$ cat src/hw/opa_pkg.sv
package opa_pkg;

  typedef enum logic [2:0] {
    MODE_SRC_IMM, MODE_SRC_DIR, MODE_SRC_IDX, MODE_DST_DIR,
    MODE_DST_IDX, MODE_DST_DIR_IMM, MODE_DST_IDX_IMM
  } opa_mode_e;

  typedef enum logic [2:0] {ALU_MOV, ALU_ADD, ALU_AND, ALU_OR, ALU_XOR} opa_alu_e;

  typedef enum logic [1:0] {TGT_A, TGT_X, TGT_SP, TGT_F} opa_tgt_e;

  // Register offsets on the software port.
  localparam logic [7:0] REG_INSTR   = 8'h00;
  localparam logic [7:0] REG_OPER    = 8'h04;
  localparam logic [7:0] REG_ACC     = 8'h08;
  localparam logic [7:0] REG_IDX     = 8'h0c;
  localparam logic [7:0] REG_SP      = 8'h10;
  localparam logic [7:0] REG_FLAGS   = 8'h14;
  localparam logic [7:0] REG_PC_LOW  = 8'h18;
  localparam logic [7:0] REG_PC_HIGH = 8'h1c;
  localparam logic [7:0] REG_STATUS  = 8'h20;

  // Field positions.
  localparam int INSTR_MODE_LSB  = 0;
  localparam int INSTR_ALU_LSB   = 3;
  localparam int INSTR_TGT_LSB   = 6;
  localparam int INSTR_SPACE_BIT = 8;
  localparam int OPER_OP1_LSB    = 0;
  localparam int OPER_OP2_LSB    = 8;
  localparam int FLAG_ZERO       = 1;
  localparam int FLAG_CARRY      = 2;
  localparam int FLAG_BANK       = 4;

  // Reset values and fixed figures.
  localparam logic [7:0]  ACC_RST        = 8'h00;
  localparam logic [7:0]  IDX_RST        = 8'h00;
  localparam logic [7:0]  SP_RST         = 8'h00;
  localparam logic [7:0]  FLAGS_RST      = 8'h02;
  localparam logic [7:0]  FLAGS_WR_MASK  = 8'h17;
  localparam logic [7:0]  PC_HIGH_RST    = 8'h00;
  localparam logic [7:0]  PC_LOW_RST     = 8'h00;
  localparam logic [15:0] LEN_SHORT      = 16'h0002;
  localparam logic [15:0] LEN_LONG       = 16'h0003;

endpackage : opa_pkg

$ cat src/hw/opa_alu_if.sv
`timescale 1ns/1ps
interface opa_alu_if;
  opa_pkg::opa_alu_e  op;
  opa_pkg::opa_mode_e mode;
  logic [7:0]         oper1;
  logic [7:0]         x_val;
  logic [7:0]         a_in;
  logic [7:0]         b_in;
  logic [7:0]         result;
  logic [7:0]         addr;
  logic               carry;

  modport core (output op, mode, oper1, x_val, a_in, b_in, input result, carry, addr);
  modport unit (input op, mode, oper1, x_val, a_in, b_in, output result, carry, addr);
endinterface : opa_alu_if

$ cat src/hw/opa_alu_agen.sv
`timescale 1ns/1ps
module opa_alu_agen (
  opa_alu_if.unit alu
);
  logic       indexed;
  logic [8:0] sum;

  always_comb begin
    indexed = (alu.mode == opa_pkg::MODE_SRC_IDX) || (alu.mode == opa_pkg::MODE_DST_IDX) ||
              (alu.mode == opa_pkg::MODE_DST_IDX_IMM);
    // The carry out of the index add is dropped so the address wraps.
    alu.addr = indexed ? 8'(alu.oper1 + alu.x_val) : alu.oper1;
    sum      = {1'b0, alu.a_in} + {1'b0, alu.b_in};
    alu.carry = 1'b0;
    case (alu.op)
      opa_pkg::ALU_MOV: alu.result = alu.b_in;
      opa_pkg::ALU_ADD: begin
        alu.result = sum[7:0];
        alu.carry  = sum[8];
      end
      opa_pkg::ALU_AND: alu.result = alu.a_in & alu.b_in;
      opa_pkg::ALU_OR:  alu.result = alu.a_in | alu.b_in;
      opa_pkg::ALU_XOR: alu.result = alu.a_in ^ alu.b_in;
      default:          alu.result = alu.b_in;
    endcase
  end
endmodule : opa_alu_agen

$ cat src/hw/opa_core.sv
// Chosen here: strobed register access and the address map.
`timescale 1ns/1ps
// How it works
// - PC high byte register, resets zero.
// - PC low byte register, resets zero.
// - Immediate source writes A, F, SP or X.
// - Direct source reads addressed location into A/X.
// - Indexed source address is operand plus X.
// - Direct destination writes addressed location.
// - Indexed destination sources A at operand plus X.
// - Direct destination immediate, three bytes long.
// - Indexed destination immediate, three bytes long.
// - Stores to memory leave A unchanged.
// - AND immediate into F updates flags.
// - Flag bit 4 selects register bank.
module opa_core (
  input  wire logic        clk,
  input  wire logic        sys_rst,
  input  wire logic [7:0]  bus_addr,
  input  wire logic [31:0] bus_wdata,
  input  wire logic        bus_wr,
  input  wire logic        bus_rd,
  output logic      [31:0] bus_rdata,
  output logic      [7:0]  mem_addr,
  output logic             mem_reg_space,
  output logic             mem_bank,
  output logic             mem_rd,
  output logic             mem_wr,
  output logic      [7:0]  mem_wdata,
  input  wire logic [7:0]  mem_rdata
);
  typedef enum logic [1:0] {ST_IDLE, ST_FETCH, ST_WAIT, ST_EXEC} opa_st_e;

  typedef struct packed {
    opa_st_e            st;
    logic [7:0]         acc;
    logic [7:0]         idx;
    logic [7:0]         sp;
    logic [7:0]         flags;
    logic [7:0]         pc_high;
    logic [7:0]         pc_low;
    opa_pkg::opa_mode_e mode;
    opa_pkg::opa_alu_e  op;
    opa_pkg::opa_tgt_e  tgt;
    logic               space;
    logic [7:0]         op1;
    logic [7:0]         op2;
    logic [31:0]        rdata;
    logic [7:0]         maddr;
    logic               mspace;
    logic               mbank;
    logic               mrd;
    logic               mwr;
    logic [7:0]         mwdata;
  } opa_state_s;

  opa_state_s s_q;
  opa_state_s s_d;
  opa_alu_if  alu ();

  opa_alu_agen u_agen (
    .alu (alu.unit)
  );

  function automatic logic is_dst(input opa_pkg::opa_mode_e m);
    is_dst = (m == opa_pkg::MODE_DST_DIR) || (m == opa_pkg::MODE_DST_IDX) ||
             (m == opa_pkg::MODE_DST_DIR_IMM) || (m == opa_pkg::MODE_DST_IDX_IMM);
  endfunction : is_dst

  function automatic logic is_long(input opa_pkg::opa_mode_e m);
    is_long = (m == opa_pkg::MODE_DST_DIR_IMM) || (m == opa_pkg::MODE_DST_IDX_IMM);
  endfunction : is_long

  logic       needs_read;
  logic [7:0] tgt_val;
  logic [7:0] flags_new;
  logic [15:0] pc_next;

  always_comb begin
    case (s_q.tgt)
      opa_pkg::TGT_A:  tgt_val = s_q.acc;
      opa_pkg::TGT_X:  tgt_val = s_q.idx;
      opa_pkg::TGT_SP: tgt_val = s_q.sp;
      default:         tgt_val = s_q.flags;
    endcase
    // Memory is read for direct and indexed sources, and for arithmetic into a destination.
    needs_read = (s_q.mode == opa_pkg::MODE_SRC_DIR) || (s_q.mode == opa_pkg::MODE_SRC_IDX) ||
                 (is_dst(s_q.mode) && (s_q.op != opa_pkg::ALU_MOV));
    alu.op    = s_q.op;
    alu.mode  = s_q.mode;
    alu.oper1 = s_q.op1;
    alu.x_val = s_q.idx;
    case (s_q.mode)
      opa_pkg::MODE_SRC_IMM: begin
        alu.a_in = tgt_val;
        alu.b_in = s_q.op1;
      end
      opa_pkg::MODE_SRC_DIR, opa_pkg::MODE_SRC_IDX: begin
        alu.a_in = tgt_val;
        alu.b_in = mem_rdata;
      end
      opa_pkg::MODE_DST_DIR, opa_pkg::MODE_DST_IDX: begin
        alu.a_in = mem_rdata;
        alu.b_in = tgt_val;
      end
      default: begin
        alu.a_in = mem_rdata;
        alu.b_in = s_q.op2;
      end
    endcase
    flags_new = s_q.flags;
    if (s_q.op == opa_pkg::ALU_ADD) begin
      flags_new[opa_pkg::FLAG_CARRY] = alu.carry;
    end
    flags_new[opa_pkg::FLAG_ZERO] = (alu.result == 8'h00);
    // The counter wraps at the top of the 16-bit space.
    pc_next = 16'({s_q.pc_high, s_q.pc_low} +
                  (is_long(s_q.mode) ? opa_pkg::LEN_LONG : opa_pkg::LEN_SHORT));
  end

  always_comb begin
    s_d       = s_q;
    s_d.mrd   = 1'b0;
    s_d.mwr   = 1'b0;
    s_d.rdata = 32'h0000_0000;
    if (bus_rd) begin
      case (bus_addr)
        opa_pkg::REG_INSTR:   s_d.rdata = {23'h000000, s_q.space, s_q.tgt, s_q.op, s_q.mode};
        opa_pkg::REG_OPER:    s_d.rdata = {16'h0000, s_q.op2, s_q.op1};
        opa_pkg::REG_ACC:     s_d.rdata = {24'h000000, s_q.acc};
        opa_pkg::REG_IDX:     s_d.rdata = {24'h000000, s_q.idx};
        opa_pkg::REG_SP:      s_d.rdata = {24'h000000, s_q.sp};
        opa_pkg::REG_FLAGS:   s_d.rdata = {24'h000000, s_q.flags};
        opa_pkg::REG_PC_LOW:  s_d.rdata = {24'h000000, s_q.pc_low};
        opa_pkg::REG_PC_HIGH: s_d.rdata = {24'h000000, s_q.pc_high};
        opa_pkg::REG_STATUS:  s_d.rdata = {31'h00000000, s_q.st != ST_IDLE};
        default:              s_d.rdata = 32'h0000_0000;
      endcase
    end
    case (s_q.st)
      ST_IDLE: begin
        // Operand and instruction writes are ignored while one is running.
        if (bus_wr && bus_addr == opa_pkg::REG_OPER) begin
          s_d.op1 = bus_wdata[opa_pkg::OPER_OP1_LSB +: 8];
          s_d.op2 = bus_wdata[opa_pkg::OPER_OP2_LSB +: 8];
        end
        if (bus_wr && bus_addr == opa_pkg::REG_INSTR) begin
          s_d.mode  = opa_pkg::opa_mode_e'(bus_wdata[opa_pkg::INSTR_MODE_LSB +: 3]);
          s_d.op    = opa_pkg::opa_alu_e'(bus_wdata[opa_pkg::INSTR_ALU_LSB +: 3]);
          s_d.tgt   = opa_pkg::opa_tgt_e'(bus_wdata[opa_pkg::INSTR_TGT_LSB +: 2]);
          s_d.space = bus_wdata[opa_pkg::INSTR_SPACE_BIT];
          // Only A or X can pair with memory; the MODE_DST_IDX destination uses A alone.
          if (s_d.mode != opa_pkg::MODE_SRC_IMM) begin
            s_d.tgt = (s_d.tgt == opa_pkg::TGT_X) ? opa_pkg::TGT_X : opa_pkg::TGT_A;
          end
          if (s_d.mode == opa_pkg::MODE_DST_IDX) begin
            s_d.tgt = opa_pkg::TGT_A;
          end
          if (s_d.mode > opa_pkg::MODE_DST_IDX_IMM) begin
            s_d.mode = opa_pkg::MODE_SRC_IMM;
          end
          if (s_d.op > opa_pkg::ALU_XOR) begin
            s_d.op = opa_pkg::ALU_MOV;
          end
          s_d.st = ST_FETCH;
        end
      end
      ST_FETCH: begin
        s_d.maddr  = alu.addr;
        s_d.mspace = s_q.space;
        s_d.mbank  = s_q.flags[opa_pkg::FLAG_BANK];
        if (needs_read) begin
          s_d.mrd = 1'b1;
          s_d.st  = ST_WAIT;
        end else begin
          s_d.st = ST_EXEC;
        end
      end
      ST_WAIT: s_d.st = ST_EXEC;
      ST_EXEC: begin
        if (is_dst(s_q.mode)) begin
          // The accumulator only feeds the store and is never written back.
          s_d.mwr    = 1'b1;
          s_d.mwdata = alu.result;
          s_d.maddr  = alu.addr;
          if (s_q.op != opa_pkg::ALU_MOV) begin
            s_d.flags = flags_new;
          end
        end else begin
          case (s_q.tgt)
            opa_pkg::TGT_A: s_d.acc = alu.result;
            opa_pkg::TGT_X: s_d.idx = alu.result;
            opa_pkg::TGT_SP: s_d.sp = alu.result;
            default: begin
              s_d.flags = (alu.result & opa_pkg::FLAGS_WR_MASK) |
                          (s_q.flags & ~opa_pkg::FLAGS_WR_MASK);
            end
          endcase
          if (s_q.op != opa_pkg::ALU_MOV && (s_q.tgt == opa_pkg::TGT_A ||
              s_q.tgt == opa_pkg::TGT_X)) begin
            s_d.flags = flags_new;
          end
        end
        s_d.pc_high = pc_next[15:8];
        s_d.pc_low  = pc_next[7:0];
        s_d.st      = ST_IDLE;
      end
      default: s_d.st = ST_IDLE;
    endcase
  end

  always_ff @(posedge clk or posedge sys_rst) begin
    if (sys_rst) begin
      s_q         <= '0;
      s_q.st      <= ST_IDLE;
      s_q.acc     <= opa_pkg::ACC_RST;
      s_q.idx     <= opa_pkg::IDX_RST;
      s_q.sp      <= opa_pkg::SP_RST;
      s_q.flags   <= opa_pkg::FLAGS_RST;
      s_q.pc_high <= opa_pkg::PC_HIGH_RST;
      s_q.pc_low  <= opa_pkg::PC_LOW_RST;
    end else begin
      s_q <= s_d;
    end
  end

  assign bus_rdata     = s_q.rdata;
  assign mem_addr      = s_q.maddr;
  assign mem_reg_space = s_q.mspace;
  assign mem_bank      = s_q.mbank;
  assign mem_rd        = s_q.mrd;
  assign mem_wr        = s_q.mwr;
  assign mem_wdata     = s_q.mwdata;

  property p_pc_high;
    @(posedge clk) disable iff (sys_rst)
      (s_q.st != ST_EXEC) |=> (s_q.pc_high == $past(s_q.pc_high));
  endproperty
  a_pc_high: assert property (p_pc_high) else $error("pc high moved outside execute");

  property p_pc_low;
    @(posedge clk) disable iff (sys_rst)
      (s_q.st == ST_EXEC && !is_long(s_q.mode)) |=>
        ({s_q.pc_high, s_q.pc_low} == $past({s_q.pc_high, s_q.pc_low}) + opa_pkg::LEN_SHORT);
  endproperty
  a_pc_low: assert property (p_pc_low) else $error("pc did not step by two");

  property p_src_imm;
    @(posedge clk) disable iff (sys_rst)
      (s_q.st == ST_EXEC && s_q.mode == opa_pkg::MODE_SRC_IMM &&
       s_q.op == opa_pkg::ALU_MOV && s_q.tgt == opa_pkg::TGT_X) |=> (s_q.idx == $past(s_q.op1));
  endproperty
  a_src_imm: assert property (p_src_imm) else $error("immediate not loaded");

  property p_src_dir;
    @(posedge clk) disable iff (sys_rst)
      (s_q.st == ST_FETCH && s_q.mode == opa_pkg::MODE_SRC_DIR) |=>
        (mem_rd && mem_addr == $past(s_q.op1)) ##1 !mem_rd ##1 (s_q.st == ST_IDLE);
  endproperty
  a_src_dir: assert property (p_src_dir) else $error("direct source read wrong");

  property p_src_idx;
    @(posedge clk) disable iff (sys_rst)
      (s_q.st == ST_FETCH && s_q.mode == opa_pkg::MODE_SRC_IDX) |=>
        (mem_rd && mem_addr == 8'($past(s_q.op1) + $past(s_q.idx)));
  endproperty
  a_src_idx: assert property (p_src_idx) else $error("indexed source address wrong");

  property p_dst_dir;
    @(posedge clk) disable iff (sys_rst)
      (s_q.st == ST_EXEC && s_q.mode == opa_pkg::MODE_DST_DIR) |=>
        (mem_wr && mem_addr == $past(s_q.op1));
  endproperty
  a_dst_dir: assert property (p_dst_dir) else $error("direct destination write wrong");

  property p_dst_idx;
    @(posedge clk) disable iff (sys_rst)
      (s_q.st == ST_EXEC && s_q.mode == opa_pkg::MODE_DST_IDX && s_q.op == opa_pkg::ALU_MOV)
        |=> (mem_wr && mem_wdata == $past(s_q.acc));
  endproperty
  a_dst_idx: assert property (p_dst_idx) else $error("indexed store not from A");

  property p_dst_dir_imm;
    @(posedge clk) disable iff (sys_rst)
      (s_q.st == ST_EXEC && s_q.mode == opa_pkg::MODE_DST_DIR_IMM && s_q.op == opa_pkg::ALU_MOV)
        |=> (mem_wdata == $past(s_q.op2) &&
             {s_q.pc_high, s_q.pc_low} == $past({s_q.pc_high, s_q.pc_low}) + opa_pkg::LEN_LONG);
  endproperty
  a_dst_dir_imm: assert property (p_dst_dir_imm) else $error("literal store wrong");

  property p_dst_idx_imm;
    @(posedge clk) disable iff (sys_rst)
      (s_q.st == ST_FETCH && s_q.mode == opa_pkg::MODE_DST_IDX_IMM && s_q.op != opa_pkg::ALU_MOV)
        |=> mem_rd ##2 (mem_wr && mem_addr == $past(mem_addr, 2));
  endproperty
  a_dst_idx_imm: assert property (p_dst_idx_imm) else $error("indexed literal mismatch");

  property p_acc_kept;
    @(posedge clk) disable iff (sys_rst)
      (s_q.st == ST_EXEC && is_dst(s_q.mode)) |=> (s_q.acc == $past(s_q.acc));
  endproperty
  a_acc_kept: assert property (p_acc_kept) else $error("accumulator changed by store");

  property p_and_flags;
    @(posedge clk) disable iff (sys_rst)
      (s_q.st == ST_EXEC && s_q.mode == opa_pkg::MODE_SRC_IMM &&
       s_q.tgt == opa_pkg::TGT_F && s_q.op == opa_pkg::ALU_AND) |=>
        (s_q.flags == (($past(s_q.flags) & $past(s_q.op1) & opa_pkg::FLAGS_WR_MASK) |
                       ($past(s_q.flags) & ~opa_pkg::FLAGS_WR_MASK)));
  endproperty
  a_and_flags: assert property (p_and_flags) else $error("flag AND wrong");

  property p_bank;
    @(posedge clk) disable iff (sys_rst)
      (mem_rd || mem_wr) |-> (mem_bank == s_q.flags[opa_pkg::FLAG_BANK]);
  endproperty
  a_bank: assert property (p_bank) else $error("bank select not from flags");

endmodule : opa_core

$ cat config.mk
export PLATFORM = sky130hd
export DESIGN_NAME = opa_core
export DESIGN_NICKNAME = d
export VERILOG_FILES = /design/src/hw/opa_pkg.sv /design/src/hw/opa_alu_if.sv /design/src/hw/opa_alu_agen.sv /design/src/hw/opa_core.sv
export SDC_FILE = /design/constraint.sdc
export NUM_CORES = 1
export LEC_CHECK = 0
export BUFFER_PORTS_ARGS = -buffer_cell sky130_fd_sc_hd__buf_2
export CORE_ASPECT_RATIO = 0.9
export CORE_MARGIN = 5
export CORE_UTILIZATION = 40
export CTS_CLUSTER_SIZE = 8
export DETAILED_ROUTE_END_ITERATION = 10
export GPL_TIMING_DRIVEN = 0
export HOLD_SLACK_MARGIN = 0.08
export SYNTH_ARGS = -nofsm -noshare
export SYNTH_HDL_FRONTEND = slang
export SYNTH_HIERARCHICAL = 1
export SYNTH_SLANG_ARGS = --single-unit
export TNS_END_PERCENT = 30
$ cat constraint.sdc
create_clock -name clk -period 5.6 [get_ports clk]
set_input_delay 0.84 -clock clk [delete_from_list [all_inputs] [get_ports clk]]
set_output_delay 0.84 -clock clk [all_outputs]
set_load 0.05 [all_outputs]
; After elaboration in Yosys (flattened, before gate mapping)
; Cells that the tools add are included.
[classes]
addsub = 3
mul = 0
div = 0
magnitude_cmp = 2
n_eq_ne = 29
shift = 0
n_mux = 27
n_bitwise = 7
n_reduce_logical = 35
[ops]
columns = operator, n
row1 = 16-bit case mux with 9 select lines, 1
row2 = 8-bit two-way mux, 6
row3 = 8-bit case mux with 3 select lines, 2
row4 = "8-bit by 5-bit == test with 1-bit output, second input constant", 4
row5 = 8-bit case mux with 4 select lines, 1
row6 = 9-bit two-way mux, 2
row7 = 16-bit by 2-bit adder with 16-bit output, 1
row8 = "8-bit by 4-bit == test with 1-bit output, second input constant", 2
row9 = 8-bit logical NOT, 2
row10 = 16-bit two-way mux, 1
row11 = 8-bit case mux with 2 select lines, 1
row12 = "3-bit == test, second input constant", 5
row13 = "3-bit by 2-bit == test with 1-bit output, second input constant", 4
row14 = 3-bit AND reduction, 4
row15 = 8-bit by 8-bit adder with 9-bit output, 1
row16 = 1-bit logical OR, 9
row17 = 3-bit two-way mux, 3
row18 = 8-bit adder, 1
row19 = 8-bit AND, 1
row20 = "8-bit by 3-bit == test with 1-bit output, second input constant", 1
row21 = "8-bit by 6-bit == test with 1-bit output, second input constant", 1
row22 = 5-bit by 8-bit OR with 8-bit output, 1
row23 = 8-bit OR, 1
row24 = 2-bit case mux with 4 select lines, 1
row25 = 20 further kinds, 47
[word_totals]
reg_bits = 127
latchBits = 0
mem_bits_rw = 0
romBits = 0
input_bits = 52
out_inout_bits = 52
elab_cells = 124
n_memories = 0

; Logic depth before layout (Yosys ltp)
[logic_depth]
depth_word = 9
depth_mapped = 17
mapped_depth_nobuf = 15

; Hierarchy
; Netlist, hierarchy kept.
[modules_own_cells]
columns = mod, instances, cells_each, area_per_inst_um2, seq_area_each_um2
row1 = opa_core, 1, 540, 6057.1, 2678.8
row2 = opa_alu_agen, 1, 179, 1281.2, 0.0

; Least setup slack after synthesis
; No wires, ideal clock.
[synth_timing]
path_kind = register to register
startpoint = reg s_q, in the netlist alu.mode[1]
endpoint = reg s_q[94] (netlist bit)
setup_ns = 0.077
arrival_time_ns = 3.833
required_time_ns = 5.523
slack_ns = 1.690
stages_incl_launch_ff = 17
n_path_buf = 2
synth_period_minus_slack_ns = 3.910
cell_sequence = dfrtp_1 buf_2 and2_1 clkbuf_1 nor2_2 mux2_2 ha_1 fa_1 xnor2_1 nand2_1 o21ai_0 o21ai_0 a221o_1 or4_1 nor2_1 mux2i_1 a31oi_1
[synth_via]
word_cells_on_any_way = 29
classes_between = add/sub: 1 / eq/ne: 8 / mux: 7 / bitwise: 4 / reduce/logical: 9
[synth_lines]
columns = item, line
row1 = start: declaration, opa_core.sv:57  ; opa_state_s s_q;
row2 = "3-bit by 1-bit == test with 1-bit output, or another cell as far along", opa_core.sv:93  ; case (s_q.mode)
row3 = 3-bit OR reduction (no source line) *, n/a
row4 = 8-bit two-way mux *, opa_core.sv:93
row5 = via alu.a_in[0], opa_alu_if.sv:7  ; logic [7:0] a_in;
row6 = 8-bit by 8-bit adder with 9-bit output *, opa_alu_agen.sv:13  ; sum = {1'b0, alu.a_in} + {1'b0, alu.b_in};
row7 = 8-bit case mux with 4 select lines *, opa_alu_agen.sv:15  ; case (alu.op)
row8 = via alu.result[2], opa_alu_if.sv:9  ; logic [7:0] result;
row9 = 8-bit logical NOT *, opa_core.sv:115  ; flags_new[opa_pkg::FLAG_ZERO] = (alu.result == 8'h00);
row10 = 8-bit two-way mux / 3-bit two-way mux (equally long branches), "opa_core.sv:199, opa_core.sv:186"
row11 = 8-bit two-way mux *, opa_core.sv:181  ; if (is_dst(s_q.mode)) begin
; Mark *: on every way through the listed nets, which the timed path passes. The rest lies on a longest branch. The select of a mux whose other input is x is not followed.
; A chain may end at the register's enable or synchronous reset.

; Worst setup path in the final report
; Same ends and word-level chain as after synthesis.

==> metrics.txt <==
worst-margin pin slew between 1000 and 1500 ps; Synth top area share between 30 and 40%; Simple-Gate Fraction of Synth Area 13.4%; critical path class register to register; layout cell share with drive strength beyond 1 32.5%; Critical Path End Type register; post-CTS setup buffers 0; first-pass GRT wire length 31800 um; vias in the first global route between 5000 and 6000; setup TNS 0 ps; CTS Sinks 107; fin nets between 800 and 900; fill cell count approximately 1800; crit path DAT 4890 ps; Rows 47; Relative slew margins 30.2%; crit-path max FO 10; I/O Buffers between 70 and 80; largest net degree at the start of global routing 67; Syn Inst Count ~720; CP max stage cell or4_1; cell chain of the critical path buf_2 > and2_1 > clkbuf_1 > nor2_2 > mux2_2 > ha_1 > fa_1 > xnor2_1 > nand2_1 > o21ai_0 > o21ai_0 > a221o_1 > or4_1 > nor2_1 > mux2i_1 > a31oi_1; Root Buffer Master clkbuf_16; CTS H-tree lvls 3; post-cts sizing count 0; DRC Markers 0; DR pass1 iterations 5; flop2flop setup slack 990 ps; largest family of logic cells by synthesized area multiplexers; Initial Utilization 40.3%; Sw Share a little over a third; I/O Pins around 100; post-synthesis adder-cell area fraction under 10%; chip width 153 um; delay of the slowest cell on the worst path around 520 ps; Max-Cap Viols 0; most frequent cell after synthesis dfrtp_1; Synth area leader dfrtp_1; DP Worst Slack roughly 1100 ps; XOR/XNOR Fraction of Synth Area around 2.5%; register bit total from synthesis approximately 110; Commonest cells post-synth 106 x dfrtp_1, 68 x mux2_2, 49 x buf_4; Max Clk Rate around 220 MHz; finished layout cell area about 8400 um^2; largest cells by area after synthesis dfrtp_1 36%, mux2_2 10%, buf_4 5.0%; pwr dens 263 nW/um^2; Final Hold Viols 0; worst endpoint required time around 5900 ps; Clk pwr share between 20% and 30%; vias per inst between 5 and 6; status completed; Tot Pwr approximately 0.0022 W; TritonCTS clock tree yes; post-synthesis compound-gate area fraction between 10% and 20%; Clk Latency, worst-skew pair roughly 360 ps; Hold Crit Class register to register; Synth Flop Type dfrtp_1; Psw about 0.00078 W; post-synthesis sequential area ratio around 37%; remaining antenna violation count 0; PnR worst setup slack about 990 ps; crit path time final approximately 4600 ps; Static Leak around 4.1 nW; syn avg cell area around 10 um^2; Wirelength per Cell between 15 and 20 um; Comb pwr share a little under a third; Die Area roughly 21000 um^2; Hold Buf Count CTS 0; core box area 18200 um^2; Pint 0.00142 W; CP dominant cell by count o21ai_0; Yosys warnings 6; Num CTS Buffers 9; GPL Wtd Cong about 0.92; Unique masters post-synth 76; 1st-iter DRT viols approximately 540; Post-synth EDFFs 0; mux cell area share after synthesis between 15 and 20%; setup violators final 0; worst vdd ir between 0.1 and 0.15 mV; Longest Clk Path Bufs 2; via count just under 6000; GR Overflow Total 0; Syn Std Cell Area roughly 7300 um^2; crit path launch type register; post-synthesis async set-or-reset flop share between 90% and 100%; Flop pwr share roughly two fifths; Slew Limit Fails 0; synth-to-layout area growth 14.2%; Hold WS roughly 480 ps; Placed Area about 8100 um^2; Tcrit/Tclk final between 80 and 90%; GRT Overall Usage 18.9%; Clock Skew between 10 and 15 ps; final wirelength between 15000 and 20000 um; detailed-placement wirelength estimate roughly 15000 um; unrepaired setup endpoints after global routing no; Die H ~140 um; initial antenna violation count 1; clock-pin slew on the worst setup and hold paths roughly 80 ps
==> worst paths after layout <==
path                             startpoint           end  cells after the start
worst min-delay path                s_q[92]       s_q[92]                      1
min in group asynchronous           sys_rst  alu.x_val[7]                      2
worst max register to register  alu.mode[1]       s_q[94]                     16
worst min register to register      s_q[92]       s_q[92]                      1
max in group asynchronous           sys_rst       s_q[52]                      3
worst max-delay path            alu.mode[1]       s_q[94]                     16
==> metrics by stage <==
step / std cells / util, %
after global routing: 1068 / 46.0
after floorplan: 734 / -
after detailed placement: 1051 / 44.4
after CTS: 1067 / 45.9
final: 1068 / 46.0
after global placement: 1050 / 44.2
==> kinds of logic (layout without fill, tap and decap cells) <==
| group | count (synthesis) | in the layout |
|---|---|---|
| AND/OR/NAND/NOR | 174 | 174 |
| AO/OA/AOI/OAI | 161 | 161 |
| buffers and inverters | 118 | 206 |
| multiplexers | 107 | 107 |
| flip-flops | 107 | 107 |
| adder cells (fa/ha/maj) | 30 | 30 |
| XOR/XNOR | 21 | 21 |
| other | 1 | 17 |
==> flip-flops by register name, summed over array words and instances, names as in the netlist, 2 cells and up <==
| register | count |
|---|---|
| bus_rdata | 16 |
| mem_addr | 8 |
| flags_new | 2 |
| mem_wdata | 8 |
| alu.op | 3 |
| alu.oper1 | 8 |
| alu.x_val | 8 |
| s_q | 47 |
| alu.mode | 3 |
==> critical path: cells and delay by family (launching register included) <==
| kind | cells | cell delay (ps) |
|---|---|---|
| AND/OR/NAND/NOR | 5 | 1280 |
| AO/OA/AOI/OAI | 4 | 1030 |
| adder cells (fa/ha/maj) | 2 | 720 |
| multiplexers | 2 | 510 |
| flip-flops | 1 | 430 |
| buffers and inverters | 2 | 410 |
| XOR/XNOR | 1 | 150 |
==> layout make-up <==
cell class	count	area [um^2]	share of cell area [%]
Tap cell	245	307	3.66
Multi-Input combinational cell	509	4040	48.3
Buffer	79	527	6.29
Sequential cell	107	2680	32.0
Inverter	39	149	1.78
Clock inverter	6	48.8	0.583
Timing Repair Buffer	72	383	4.57
Antenna cell	1	2.50	0.0299
Clock buffer	10	239	2.85
==> power groups by stage <==
stage / Clock, W / Combinational (W) / Sequential (W)
after floorplan: 0 / 0.000518 / 0.000895
after global placement: 0 / 0.000677 / 0.000907
after detailed placement: 0 / 0.000686 / 0.000908
after CTS: 0.000638 / 0.000688 / 0.000893
after global routing: 0.000669 / 0.000751 / 0.000902
final: 0.000621 / 0.000690 / 0.000894
==> layer usage <==
metal  vias up  track usage, %  share of wire, %
li1       2764               -                 -
met1      2873            26.9                48
met2       169            29.5                45
met3        26            3.81               5.3
met4         0            5.11               2.1
met5         -               0                 0
==> cells in the final DEF (no fill, tap or decap), types with 9 or more instances in the layout <==
| master | netlist | routed |
|---|---|---|
| a211oi_1 | 11 | 11 |
| mux2_4 | 10 | 10 |
| o21a_1 | 11 | 11 |
| buf_2 | 15 | 86 |
| mux2i_1 | 22 | 22 |
| xor2_1 | 12 | 12 |
| a21oi_1 | 21 | 21 |
| nand3_1 | 20 | 20 |
| o2bb2ai_1 | 10 | 10 |
| dfrtp_1 | 106 | 106 |
| o21ai_0 | 32 | 32 |
| nand2_1 | 47 | 47 |
| o22ai_1 | 12 | 12 |
| and3_1 | 12 | 12 |
| conb_1 | 1 | 16 |
| ha_1 | 28 | 28 |
| mux2_2 | 68 | 68 |
| nor3_1 | 11 | 11 |
| inv_1 | 39 | 38 |
| clkbuf_16 | 0 | 9 |
| nor2_1 | 25 | 25 |
| xnor2_1 | 9 | 9 |
| a31oi_1 | 11 | 11 |
| clkbuf_1 | 13 | 13 |
| buf_4 | 49 | 49 |
Power figures use the tool's default switching activity.
